## config.mk

```make
export PLATFORM = sky130hd
export DESIGN_NAME = anp_regs
export DESIGN_NICKNAME = d
export VERILOG_FILES = /design/src/hw/anp_pkg.sv /design/src/hw/anp_rd_if.sv /design/src/hw/anp_idle_cnt.sv /design/src/hw/anp_rd_mux.sv /design/src/hw/anp_regs.sv
export VERILOG_INCLUDE_DIRS = /design/src /design/src/hw
export SDC_FILE = /design/constraint.sdc
export NUM_CORES = 1
export LEC_CHECK = 0
export BUFFER_PORTS_ARGS = -buffer_cell sky130_fd_sc_hd__buf_2
export CORE_MARGIN = 5
export CORE_UTILIZATION = 51
export CTS_CLUSTER_SIZE = 12
export DETAILED_ROUTE_END_ITERATION = 8
export PLACE_DENSITY = 0.78
export RECOVER_POWER = 50
export SYNTH_ARGS = -nofsm -noshare
export SYNTH_HDL_FRONTEND = slang
export SYNTH_SLANG_ARGS = --single-unit
```

## constraint.sdc

```tcl
create_clock -name mclk -period 3.4 [get_ports mclk]
set_clock_uncertainty 0.1 [all_clocks]
set_input_delay 0.68 -clock mclk [delete_from_list [all_inputs] [get_ports mclk]]
set_output_delay 0.68 -clock mclk [all_outputs]
set_load 0.02 [all_outputs]
```

## src/hw/anp_defines.svh

```systemverilog
// Register map, field positions and reset values for the next page slice.
// Assumes a 16-bit management register file addressed by 5-bit number.
`ifndef ANP_DEFINES_SVH
`define ANP_DEFINES_SVH
`define ANP_ADDR_TX_NP 5'h07
`define ANP_ADDR_RX_NP 5'h08
`define ANP_ADDR_LF_STAT 5'h0A
`define ANP_ADDR_EXP 5'h06
`define ANP_TX_NP_RESET 16'h2001
`define ANP_RX_NP_RESET 16'h0000
`define ANP_TX_WR_MASK 16'hB7FF
`define ANP_EXP_FIXED 16'h0064
`define ANP_BIT_MORE 15
`define ANP_BIT_ACK 14
`define ANP_BIT_MSG 13
`define ANP_BIT_ACK2 12
`define ANP_BIT_TOG 11
`define ANP_BIT_LOC_OK 13
`define ANP_BIT_REM_OK 12
`define ANP_BIT_FD1000 11
`define ANP_BIT_HD1000 10
`define ANP_BIT_PAGE_RX 1
`endif

```

## src/hw/anp_pkg.sv

```systemverilog
// Types shared by the next page register slice.
// Assumes the defines header is compiled alongside.
package anp_pkg;
   typedef logic [15:0] anp_word_t;
   typedef logic [4:0] anp_addr_t;
endpackage

```

## src/hw/anp_rd_if.sv

```systemverilog
// Read-side carrier between the register bank and its read mux.
// Assumes a single clock domain.
`timescale 1ns/1ps
`default_nettype none
interface anp_rd_if;
   logic [15:0] tx_np;
   logic [15:0] rx_np;
   logic [15:0] lf_stat;
   logic [15:0] exp;
   modport bank (output tx_np, output rx_np, output lf_stat, output exp);
   modport mux (input tx_np, input rx_np, input lf_stat, input exp);
endinterface
`default_nettype wire

```

## src/hw/anp_idle_cnt.sv

```systemverilog
// Saturating idle error counter.
// Assumes one-cycle error pulses synchronous to mclk.
`timescale 1ns/1ps
`default_nettype none
module anp_idle_cnt #(
   parameter int WIDTH = 8
) (
   input wire logic mclk,
   input wire logic rst,
   input wire logic idle_err,
   output logic [WIDTH-1:0] count
);
   logic [WIDTH-1:0] count_reg;
   logic [WIDTH-1:0] count_next;
   // Saturate rather than wrap so a flood of errors never reads as few.
   assign count_next = (&count_reg) ? count_reg : count_reg + 1'b1;
   assign count = count_reg;
   always_ff @(posedge mclk or posedge rst) begin
      if (rst) count_reg <= '0;
      else if (idle_err) count_reg <= count_next;
   end
   chk_count_step_up: assert property (
      @(posedge mclk) disable iff (rst)
      idle_err && !(&count_reg) |=> count_reg == $past(count_reg) + 1'b1)
      else $error("idle count did not step");
endmodule // anp_idle_cnt
`default_nettype wire

```

## src/hw/anp_rd_mux.sv

```systemverilog
// Registered read data selection for the management read port.
// Assumes the address is stable during the read strobe.
`timescale 1ns/1ps
`default_nettype none
`include "anp_defines.svh"
module anp_rd_mux (
   input wire logic mclk,
   input wire logic rst,
   input wire logic [4:0] addr,
   anp_rd_if.mux rd,
   output logic [15:0] rdata
);
   logic [15:0] sel;
   logic [15:0] rdata_reg;
   // Unmapped addresses read as zero.
   assign sel = (addr == `ANP_ADDR_TX_NP) ? rd.tx_np :
                (addr == `ANP_ADDR_RX_NP) ? rd.rx_np :
                (addr == `ANP_ADDR_LF_STAT) ? rd.lf_stat :
                (addr == `ANP_ADDR_EXP) ? rd.exp : 16'h0000;
   assign rdata = rdata_reg;
   // Data is registered so the top output comes from a flip-flop.
   always_ff @(posedge mclk or posedge rst) begin
      if (rst) rdata_reg <= 16'h0000;
      else rdata_reg <= sel;
   end
endmodule // anp_rd_mux
`default_nettype wire

```

## src/hw/anp_regs.sv

```systemverilog
// Next page transmit/receive and leader/follower status registers.
// Assumes a management frame engine supplies address, write and read
// strobes, and the arbitration logic supplies page events.
// Overview of operation
// - transmit page at 0x07, reset 0x2001
// - bit 15 says more pages follow
// - bit 13 message page, reset one
// - bit 12 says local can comply
// - bit 11 toggle inverts previous word's
// - bits 10:0 writable code, reset one
// - received bit 15 partner more pages
// - received bit 14 handshake only, ignore
// - received bit 13 partner message page
// - received bit 12 partner can comply
// - received bit 11 partner toggle bit
// - received bits 10:0 partner code, reset zero
// - status bit 13 local receiver ok
// - status bit 12 remote receiver ok
// - status bit 11 partner gigabit full duplex
// - status bit 10 partner gigabit half duplex
// - status bits 7:0 idle error count
// - page received latch clears on read
// - next pages stored at address 0x08
`timescale 1ns/1ps
`default_nettype none
`include "anp_defines.svh"
module anp_regs #(
   parameter int CNT_WIDTH = 8
) (
   input wire logic mclk,
   input wire logic rst,
   input wire anp_pkg::anp_addr_t reg_addr,
   input wire logic reg_wr,
   input wire logic reg_rd,
   input wire anp_pkg::anp_word_t reg_wdata,
   output logic [15:0] reg_rdata,
   input wire logic page_rx_valid,
   input wire anp_pkg::anp_word_t page_rx_word,
   input wire logic page_tx_done,
   input wire logic local_receiver_ok,
   input wire logic remote_receiver_ok,
   input wire logic partner_gigabit_full_duplex,
   input wire logic partner_gigabit_half_duplex,
   input wire logic idle_err,
   output logic [15:0] tx_page_word
);
   import anp_pkg::*;

   anp_rd_if rd ();
   anp_word_t tx_np_reg;
   anp_word_t rx_np_reg;
   logic page_received_latch_reg;
   logic page_received_latch_next;
   logic page_toggle_reg;
   logic [1:0] status_reg;
   logic [1:0] partner_gig_reg;
   logic [15:0] tx_page_word_reg;
   logic [CNT_WIDTH-1:0] idle_error_counter;
   logic tx_wr;
   logic exp_rd;
   anp_word_t tx_view;

   // Address decode for the writable and read-sensitive registers.
   assign tx_wr = reg_wr && (reg_addr == `ANP_ADDR_TX_NP);
   assign exp_rd = reg_rd && (reg_addr == `ANP_ADDR_EXP);

   assign tx_view = {tx_np_reg[15:12], page_toggle_reg, tx_np_reg[10:0]};

   // code field writable
   // Bits 14 and 11 are masked so a write cannot disturb them.
   always_ff @(posedge mclk or posedge rst) begin
      if (rst) tx_np_reg <= `ANP_TX_NP_RESET & `ANP_TX_WR_MASK;
      else if (tx_wr) tx_np_reg <= reg_wdata & `ANP_TX_WR_MASK;
   end

   // toggle flips per word
   // The toggle starts at zero and inverts after each exchanged word.
   always_ff @(posedge mclk or posedge rst) begin
      if (rst) page_toggle_reg <= 1'b0;
      else if (page_tx_done) page_toggle_reg <= ~page_toggle_reg;
   end

   // handshake bit stored
   // Bit 14 is captured as sent; software is told to ignore it.
   always_ff @(posedge mclk or posedge rst) begin
      if (rst) rx_np_reg <= `ANP_RX_NP_RESET;
      else if (page_rx_valid) rx_np_reg <= page_rx_word;
   end

   // latch with set priority
   // A page arriving in the read cycle keeps the latch set.
   assign page_received_latch_next = page_rx_valid ? 1'b1 :
                                     exp_rd ? 1'b0 : page_received_latch_reg;
   always_ff @(posedge mclk or posedge rst) begin
      if (rst) page_received_latch_reg <= 1'b0;
      else page_received_latch_reg <= page_received_latch_next;
   end

   // receiver and gigabit duplex status
   // Inputs are registered once so reads see a stable snapshot.
   always_ff @(posedge mclk or posedge rst) begin
      if (rst) begin
         status_reg <= 2'h0;
         partner_gig_reg <= 2'h0;
      end else begin
         status_reg <= {local_receiver_ok, remote_receiver_ok};
         partner_gig_reg <= {partner_gigabit_full_duplex,
                             partner_gigabit_half_duplex};
      end
   end

   // The outgoing word is what the arbitration logic serialises.
   always_ff @(posedge mclk or posedge rst) begin
      if (rst) tx_page_word_reg <= 16'h0000;
      else tx_page_word_reg <= tx_view;
   end
   assign tx_page_word = tx_page_word_reg;

   anp_idle_cnt #(
      .WIDTH(CNT_WIDTH)
   ) u_idle (
      .mclk(mclk),
      .rst(rst),
      .idle_err(idle_err),
      .count(idle_error_counter)
   );

   // Read views, reserved bits forced to zero.
   assign rd.tx_np = tx_view;
   assign rd.rx_np = rx_np_reg;
   assign rd.lf_stat = {2'b00, status_reg, partner_gig_reg, 2'b00,
                        idle_error_counter[7:0]};
   assign rd.exp = `ANP_EXP_FIXED |
                   ({15'h0000, page_received_latch_reg} << `ANP_BIT_PAGE_RX);

   anp_rd_mux u_mux (
      .mclk(mclk),
      .rst(rst),
      .addr(reg_addr),
      .rd(rd),
      .rdata(reg_rdata)
   );

   // The reset-edge checks run without a disable so they see release.
   // reset view of page
   chk_tx_reset_value: assert property (
      @(posedge mclk)
      $fell(rst) |-> tx_view == `ANP_TX_NP_RESET)
      else $error("transmit page reset wrong");
   chk_tx_hold: assert property (
      @(posedge mclk) disable iff (rst)
      !tx_wr |=> $stable(tx_np_reg))
      else $error("transmit page moved without a write");
   chk_tx_word_copy: assert property (
      @(posedge mclk) disable iff (rst)
      1'b1 |=> tx_page_word == $past(tx_view))
      else $error("outgoing word does not follow the register");
   chk_tx_read_path: assert property (
      @(posedge mclk) disable iff (rst)
      reg_addr == `ANP_ADDR_TX_NP |=> reg_rdata == $past(tx_view))
      else $error("transmit page read mismatch");
   chk_tx_write_bits: assert property (
      @(posedge mclk) disable iff (rst)
      tx_wr |=> tx_np_reg[15] == $past(reg_wdata[15]) &&
         tx_np_reg[13:12] == $past(reg_wdata[13:12]))
      else $error("control bits not written");
   chk_tx_code_write: assert property (
      @(posedge mclk) disable iff (rst)
      tx_wr |=> tx_np_reg[10:0] == $past(reg_wdata[10:0]))
      else $error("code field not written");
   chk_toggle_flip: assert property (
      @(posedge mclk) disable iff (rst)
      page_tx_done |=> tx_view[11] != $past(tx_view[11]))
      else $error("toggle did not invert");
   chk_toggle_hold: assert property (
      @(posedge mclk) disable iff (rst)
      !page_tx_done && !tx_wr |=> $stable(tx_view))
      else $error("toggle moved without a word");
   chk_toggle_ro: assert property (
      @(posedge mclk) disable iff (rst)
      tx_wr && !page_tx_done |=> tx_view[11] == $past(tx_view[11]))
      else $error("write disturbed the toggle");
   chk_rx_capture_all: assert property (
      @(posedge mclk) disable iff (rst)
      page_rx_valid |=> rx_np_reg == $past(page_rx_word) &&
         page_received_latch_reg)
      else $error("received page not captured");
   chk_rx_more_flag: assert property (
      @(posedge mclk) disable iff (rst)
      page_rx_valid |=> rx_np_reg[15] == $past(page_rx_word[15]))
      else $error("partner more pages bit wrong");
   chk_rx_ack_kept: assert property (
      @(posedge mclk) disable iff (rst)
      page_rx_valid |=> rx_np_reg[14] == $past(page_rx_word[14]))
      else $error("partner handshake bit wrong");
   chk_rx_msg_flag: assert property (
      @(posedge mclk) disable iff (rst)
      page_rx_valid |=> rx_np_reg[13] == $past(page_rx_word[13]))
      else $error("partner message page bit wrong");
   chk_rx_comply_flag: assert property (
      @(posedge mclk) disable iff (rst)
      page_rx_valid |=> rx_np_reg[12] == $past(page_rx_word[12]))
      else $error("partner comply bit wrong");
   chk_rx_toggle_kept: assert property (
      @(posedge mclk) disable iff (rst)
      page_rx_valid |=> rx_np_reg[11] == $past(page_rx_word[11]))
      else $error("partner toggle bit wrong");
   chk_rx_code_kept: assert property (
      @(posedge mclk) disable iff (rst)
      page_rx_valid |=> rx_np_reg[10:0] == $past(page_rx_word[10:0]))
      else $error("partner code field wrong");
   chk_rx_reset_zero: assert property (
      @(posedge mclk)
      $fell(rst) |-> rx_np_reg == `ANP_RX_NP_RESET)
      else $error("received page reset wrong");
   chk_rx_hold: assert property (
      @(posedge mclk) disable iff (rst)
      !page_rx_valid |=> $stable(rx_np_reg))
      else $error("received page moved without a page");
   chk_rx_read_path: assert property (
      @(posedge mclk) disable iff (rst)
      reg_addr == `ANP_ADDR_RX_NP |=> reg_rdata == $past(rx_np_reg))
      else $error("received page read mismatch");
   chk_latch_hold: assert property (
      @(posedge mclk) disable iff (rst)
      page_received_latch_reg && !exp_rd |=> page_received_latch_reg)
      else $error("latch dropped without read");
   chk_latch_clear: assert property (
      @(posedge mclk) disable iff (rst)
      exp_rd && !page_rx_valid |=> !page_received_latch_reg)
      else $error("latch not cleared by read");
   chk_latch_quiet: assert property (
      @(posedge mclk) disable iff (rst)
      !page_received_latch_reg && !page_rx_valid |=>
         !page_received_latch_reg)
      else $error("latch set without a page");
   chk_exp_latch_bit: assert property (
      @(posedge mclk) disable iff (rst)
      reg_addr == `ANP_ADDR_EXP |=>
         reg_rdata[1] == $past(page_received_latch_reg))
      else $error("page received bit read mismatch");
   chk_local_status: assert property (
      @(posedge mclk) disable iff (rst)
      1'b1 |=> rd.lf_stat[13] == $past(local_receiver_ok))
      else $error("local receiver bit wrong");
   chk_remote_status: assert property (
      @(posedge mclk) disable iff (rst)
      1'b1 |=> rd.lf_stat[12] == $past(remote_receiver_ok))
      else $error("remote receiver bit wrong");
   chk_gig_full: assert property (
      @(posedge mclk) disable iff (rst)
      1'b1 |=> rd.lf_stat[11] == $past(partner_gigabit_full_duplex))
      else $error("partner full duplex bit wrong");
   chk_gig_half: assert property (
      @(posedge mclk) disable iff (rst)
      1'b1 |=> rd.lf_stat[10] == $past(partner_gigabit_half_duplex))
      else $error("partner half duplex bit wrong");
   chk_status_read: assert property (
      @(posedge mclk) disable iff (rst)
      reg_addr == `ANP_ADDR_LF_STAT |=> reg_rdata == $past(rd.lf_stat))
      else $error("status read mismatch");
   chk_count_hold: assert property (
      @(posedge mclk) disable iff (rst)
      !idle_err |=> $stable(rd.lf_stat[7:0]))
      else $error("idle count moved without an error");
   // Main scenarios that the bench is meant to reach.
   cov_page_rx: cover property (@(posedge mclk) disable iff (rst)
      page_rx_valid ##[1:20] exp_rd);
   cov_tx_write: cover property (@(posedge mclk) disable iff (rst)
      tx_wr ##1 page_tx_done);
   cov_set_wins: cover property (@(posedge mclk) disable iff (rst)
      page_rx_valid && exp_rd);
   cov_count_full: cover property (@(posedge mclk) disable iff (rst)
      idle_err && (&idle_error_counter));
   cov_toggle_pair: cover property (@(posedge mclk) disable iff (rst)
      page_tx_done ##[1:20] page_tx_done);
endmodule // anp_regs
`default_nettype wire

```

**After elaboration in Yosys (flattened, before gate mapping)**

Cells that the tools add are included.

- Add/subtract/negate cells: 1
- $mul: 0
- Divide/modulo/power cells: 0
- Order comparisons: 0
- Equal/unequal tests: 4
- Shift operators: 0
- Multiplexer cells: 6
- Bitwise logic cells: 2
- Reduce and logical (&&, ||, !) cells: 5

Operators with widths:

| operator | count |
|---|---|
| $mux W16 | 3 |
| $eq A5 B3 Y1 const B | 2 |
| $eq A5 B4 Y1 const B | 2 |
| $add A8 B1 Y8 const B | 1 |
| $reduce_and A8 Y1 | 1 |
| $mux W7 | 1 |
| $logic_and A1 B1 Y1 | 2 |
| $mux W1 | 2 |
| $not A1 Y1 | 2 |
| $reduce_and A2 Y1 | 1 |
| $reduce_bool A2 Y1 | 1 |

- Bits in registers: 75
- Bits in latches: 0
- Memory bits (writable): 0
- ROM bits: 0
- Input bits: 48
- Word-level logic and storage cells: 27
- Memories kept: 0

**Logic depth before layout (Yosys ltp)**

- Depth in word-level cells: 5
- Depth in mapped cells: 5

**By module**

From an unflattened synthesis, not the netlist that was laid out.

- Cells, all modules: 226
- Area, all modules: 3279.4 um2

Modules (own cells, without submodules):

| module | times used | cells each | area each (um2) | sequential area each (um2) |
|---|---|---|---|---|
| anp_regs | 1 | 94 | 1756.7 | 1278.7 |
| anp_rd_mux | 1 | 97 | 1104.8 | 400.4 |
| anp_idle_cnt | 1 | 35 | 417.9 | 200.2 |

**Least setup slack after synthesis**

No wires, ideal clock.

- Path kind: input -> register
- From: in reg_addr[1]
- To: reg tx_np_reg[10]
- Arrival: 1.623 ns
- Required time: 3.175 ns
- Path slack: 1.552 ns
- Cell stages on the path: 5
- Buffers on the path: 2
- Cells stage by stage: buf_4 and4bb_4 nand3_4 buf_6 mux2_4

- Cells in the longest elaborated chain, start to end: 2

Ends and longest elaborated chain:

| item | RTL line | RTL |
|---|---|---|
| start: declaration | anp_regs.sv:32 | `input wire anp_pkg::anp_addr_t reg_addr,` |
| $eq A5 B3 Y1 (no line) | -- |  |
| $logic_and A1 B1 Y1 | anp_regs.sv:64 | `` assign tx_wr = reg_wr && (reg_addr == `ANP_ADDR_TX_NP); `` |
| end signal: assignment | anp_regs.sv:72 | `` if (rst) tx_np_reg <= `ANP_TX_NP_RESET & `ANP_TX_WR_MASK; `` |
| end signal: assignment | anp_regs.sv:73 | `` else if (tx_wr) tx_np_reg <= reg_wdata & `ANP_TX_WR_MASK; `` |
| end: declaration | anp_regs.sv:50 | `anp_word_t tx_np_reg;` |

Every way passes these cells.
A chain may end at the register's enable or synchronous reset.

==> summary.txt <==
STA
  • RSZ-0062 raised after global routing: false
  • Max Fclk: 478 MHz
  • Hold Vio Cnt, Final: 0
  • Tcrit/Tclk final: 61.5%
  • Total negative slack: 0 ns
  • Setup violations, final: 0
  • Slew margin rel.: -17.2%
  • Tmin final: 2.09 ns
  • Worst-margin pin slew: approximately 1.8 ns
  • Final slew viol count: 76

Routing
  • Post-DRT Antenna Nets: 0
  • DR vias/cell: just over 5
  • WL/cell: 15.8 µm
  • Routed wire length: between 5000 and 6000 µm
  • Residual DRC: 0
  • 1st-iter DRT viols: between 60 and 70
  • First-pass DRT Iterations: 4
  • Vias: ~1800

Yosys
  • Leading cell types by count after synthesis: dfrtp_1, mux2_2, mux2i_1
  • Sequential area share after synthesis: around 65%
  • Mapped cell area: 2880 µm²
  • Area leader, netlist: dfrtp_1
  • Post-synth top area share: 63.3%
  • Number of synthesized flops with an enable pin: 0
  • Yosys warns: 0
  • Synth cell types: just over 40
  • Post-synthesis async set-or-reset flop share: 100%
  • FF+latch count, synth: 75
  • Synth area leaders: dfrtp_1, mux2_2, mux2i_1, o2bb2ai_1, dfstp_2
  • Synthesized Nets: about 250
  • Synth Area per Inst: ~15 µm²
  • Top FF cell, synth: dfrtp_1
  • Synth Instances: about 200
  • Count leader, synth: dfrtp_1

Clock tree
  • CTS Buf Count: 9
  • CTS tree: yes
  • Setup Fix Bufs, Post-CTS: 0
  • H-tree Lvls: 3
  • Worst-Skew Late Latency: roughly 0.33 ns
  • Root buffer cell: clkbuf_8
  • Hold-fix buffers at CTS: 0
  • Clk sinks: 75
  • Post_cts resized: 0
  • Clock buffer depth: 2
  • Clock slew at reported path FFs: 0.07 ns

Cells and area
  • Multi-input gate area: roughly 940 µm²
  • Area delta synth->final: 20.5%
  • Register area: ~1900 µm²
  • Non-filler cells, final: approximately 350
  • Fill cells: around 420
  • Ant diodes: 0
  • Layout Nets: ~320
  • Fraction of layout cells with a size suffix above 1: 44.8%

Status
  • Status: complete, but fails checks
  • Failing checks: max-capacitance violations, max-slew violations

GRT
  • Vias in the first global route: around 1900
  • Gr ovfl total: 0
  • First-pass GRT wire length: approximately 9400 µm
  • Total GRT Usage: approximately 17%
  • Largest net degree at the start of global routing: between 70 and 80
  • Initial antenna violation count: 0

Floorplanning
  • Die width: 85.2 µm
  • Die Ht: roughly 85 µm
  • Initial Util: a little over half
  • Area of the core region: between 5000 and 6000 µm²
  • IO Count: 80
  • DIE AREA: between 7000 and 8000 µm²
  • Row count: 27

Power
  • Internal power: approximately 1.5 mW
  • PD cells: about 600 nW/µm²
  • Clock power frac: approximately 28%
  • P_leak: 1.72 nW
  • Peak supply drop: about 0.00031 V
  • Net Switching: a little over 600 µW
  • Comb pwr share: about 17%
  • Net Sw Frac: 28.8%
  • Power share of the sequential group: approximately 55%

Placed design
  • Inst Count DP: 336
  • Dpl hpwl: 3920 µm
  • Gpl congestion: approximately 0.75
  • Port-buffer cells: 76

Worst setup path
  • Critical path buffers and inverters: 3
  • CP Max Fanout: 75
  • Reg2reg setup slack: 1.74 ns
  • Setup CP Type: in2async
  • Crit-path cells: buf_2, inv_1, clkbuf_2
  • Critical path launch point type: input port
  • CP Data Arrival Time: 2.11 ns
  • Slowest-stage cell, CP: clkbuf_2
  • CP Capture Type: asynchronous set/reset pin
  • CP required: 3.42 ns
  • Worst stage delay on the critical path: 1.26 ns
  • Worst path top cell family by delay: buffers and inverters

Worst hold path
  • Worst Hold Class: reg2reg

Flow run
  • Max Cap Viol: 1
==> stage by stage <==
step	setup WS (ns)	instance area, µm²	total power [mW]	util (%)	hold WS, ns
3_5_place_dp	1.11	3310	1.55	60.1	0.288
6_report	1.31	3470	2.11	63.1	0.297
4_1_cts	1.45	3480	2.14	63.2	0.300
2_1_floorplan	0.713	2880	1.41	-	0.269
5_1_grt	0.827	3470	2.24	63.1	0.317
3_3_place_gp	1.10	3310	1.53	60.1	0.277
==> cell type report <==
cell class              instances  share of cell area [%]
flip-flops and latches         75                    54.1
multi-input cells             108                    26.9
repair buffers                 77                    11.1
clock buffers                  12                    4.18
well taps                      72                    2.59
clock inverters                 3                   0.720
inverters                       4                   0.432
==> path summary, 6_finish.rpt <==
check | startpoint | cells after the start | to
max | rst | 3 | u_idle.count[3]$_DFFE_PP0P_
min | tx_np_reg[4]$_DFFE_PP0P_ | 0 | tx_page_word[4]$_DFF_PP0_
max reg2reg | u_idle.count[0]$_DFFE_PP0P_ | 4 | u_idle.count[1]$_DFFE_PP0P_
min reg2reg | tx_np_reg[4]$_DFFE_PP0P_ | 0 | tx_page_word[4]$_DFF_PP0_
max in group mclk | reg_addr[1] | 4 | u_mux.rdata[15]$_DFF_PP0_
min in group asynchronous | rst | 3 | tx_np_reg[15]$_DFFE_PP0P_
==> power groups by stage <==
stage          Clock (mW)  Sequential [mW]  Combinational (mW)
3_3_place_gp            0             1.17               0.357
5_1_grt             0.650             1.18               0.403
6_report            0.589             1.16               0.363
3_5_place_dp            0             1.18               0.368
4_1_cts             0.605             1.16               0.371
2_1_floorplan           0             1.20               0.214
==> per-layer routing <==
layer	part of all wire, %	track usage (%)	vias up
met5	0	0	-
met4	2.1	7.91	0
met3	9.2	5.53	13
met2	48	26.7	67
met1	41	21.4	881
li1	-	-	859
==> worst register-to-register path, stage by stage, from the launching register on <==
cell     delay, ns
dfrtp_1       0.40
ha_1          0.24
nand3_1       0.12
o21ai_0       0.31
mux2_2        0.37
==> cell families (layout without fill, tap and decap cells) <==
kind of cell | count (synthesis) | in the layout | share of synthesized area (%)
other | 1 | 1 | 0.130
AO/OA/AOI/OAI | 24 | 24 | 6.12
buffers and inverters | 13 | 96 | 2.39
flip-flops | 75 | 75 | 65.2
multiplexers | 42 | 42 | 16.4
adder cells (fa/ha/maj) | 1 | 1 | 0.434
AND/OR/NAND/NOR | 37 | 37 | 8.46
XOR/XNOR | 3 | 3 | 0.911
==> placed cells by master (no fill, tap or decap), types with 2 or more instances in the layout <==
cell	count
mux2_2	30
nor4_1	3
xnor2_1	2
nand2b_1	4
buf_2	75
o21ai_0	2
a21oi_1	6
dfstp_1	2
mux2i_1	9
clkbuf_1	3
o2bb2ai_1	8
nor3_1	4
clkbuf_8	10
nor2_1	6
and4_1	2
and2_1	2
a22o_1	3
mux2_4	3
nand2_1	2
inv_1	4
nand4_1	2
dfrtp_1	73
nand3_1	3
clkinv_4	2
Note: power is estimated with default switching activity, not from simulation.
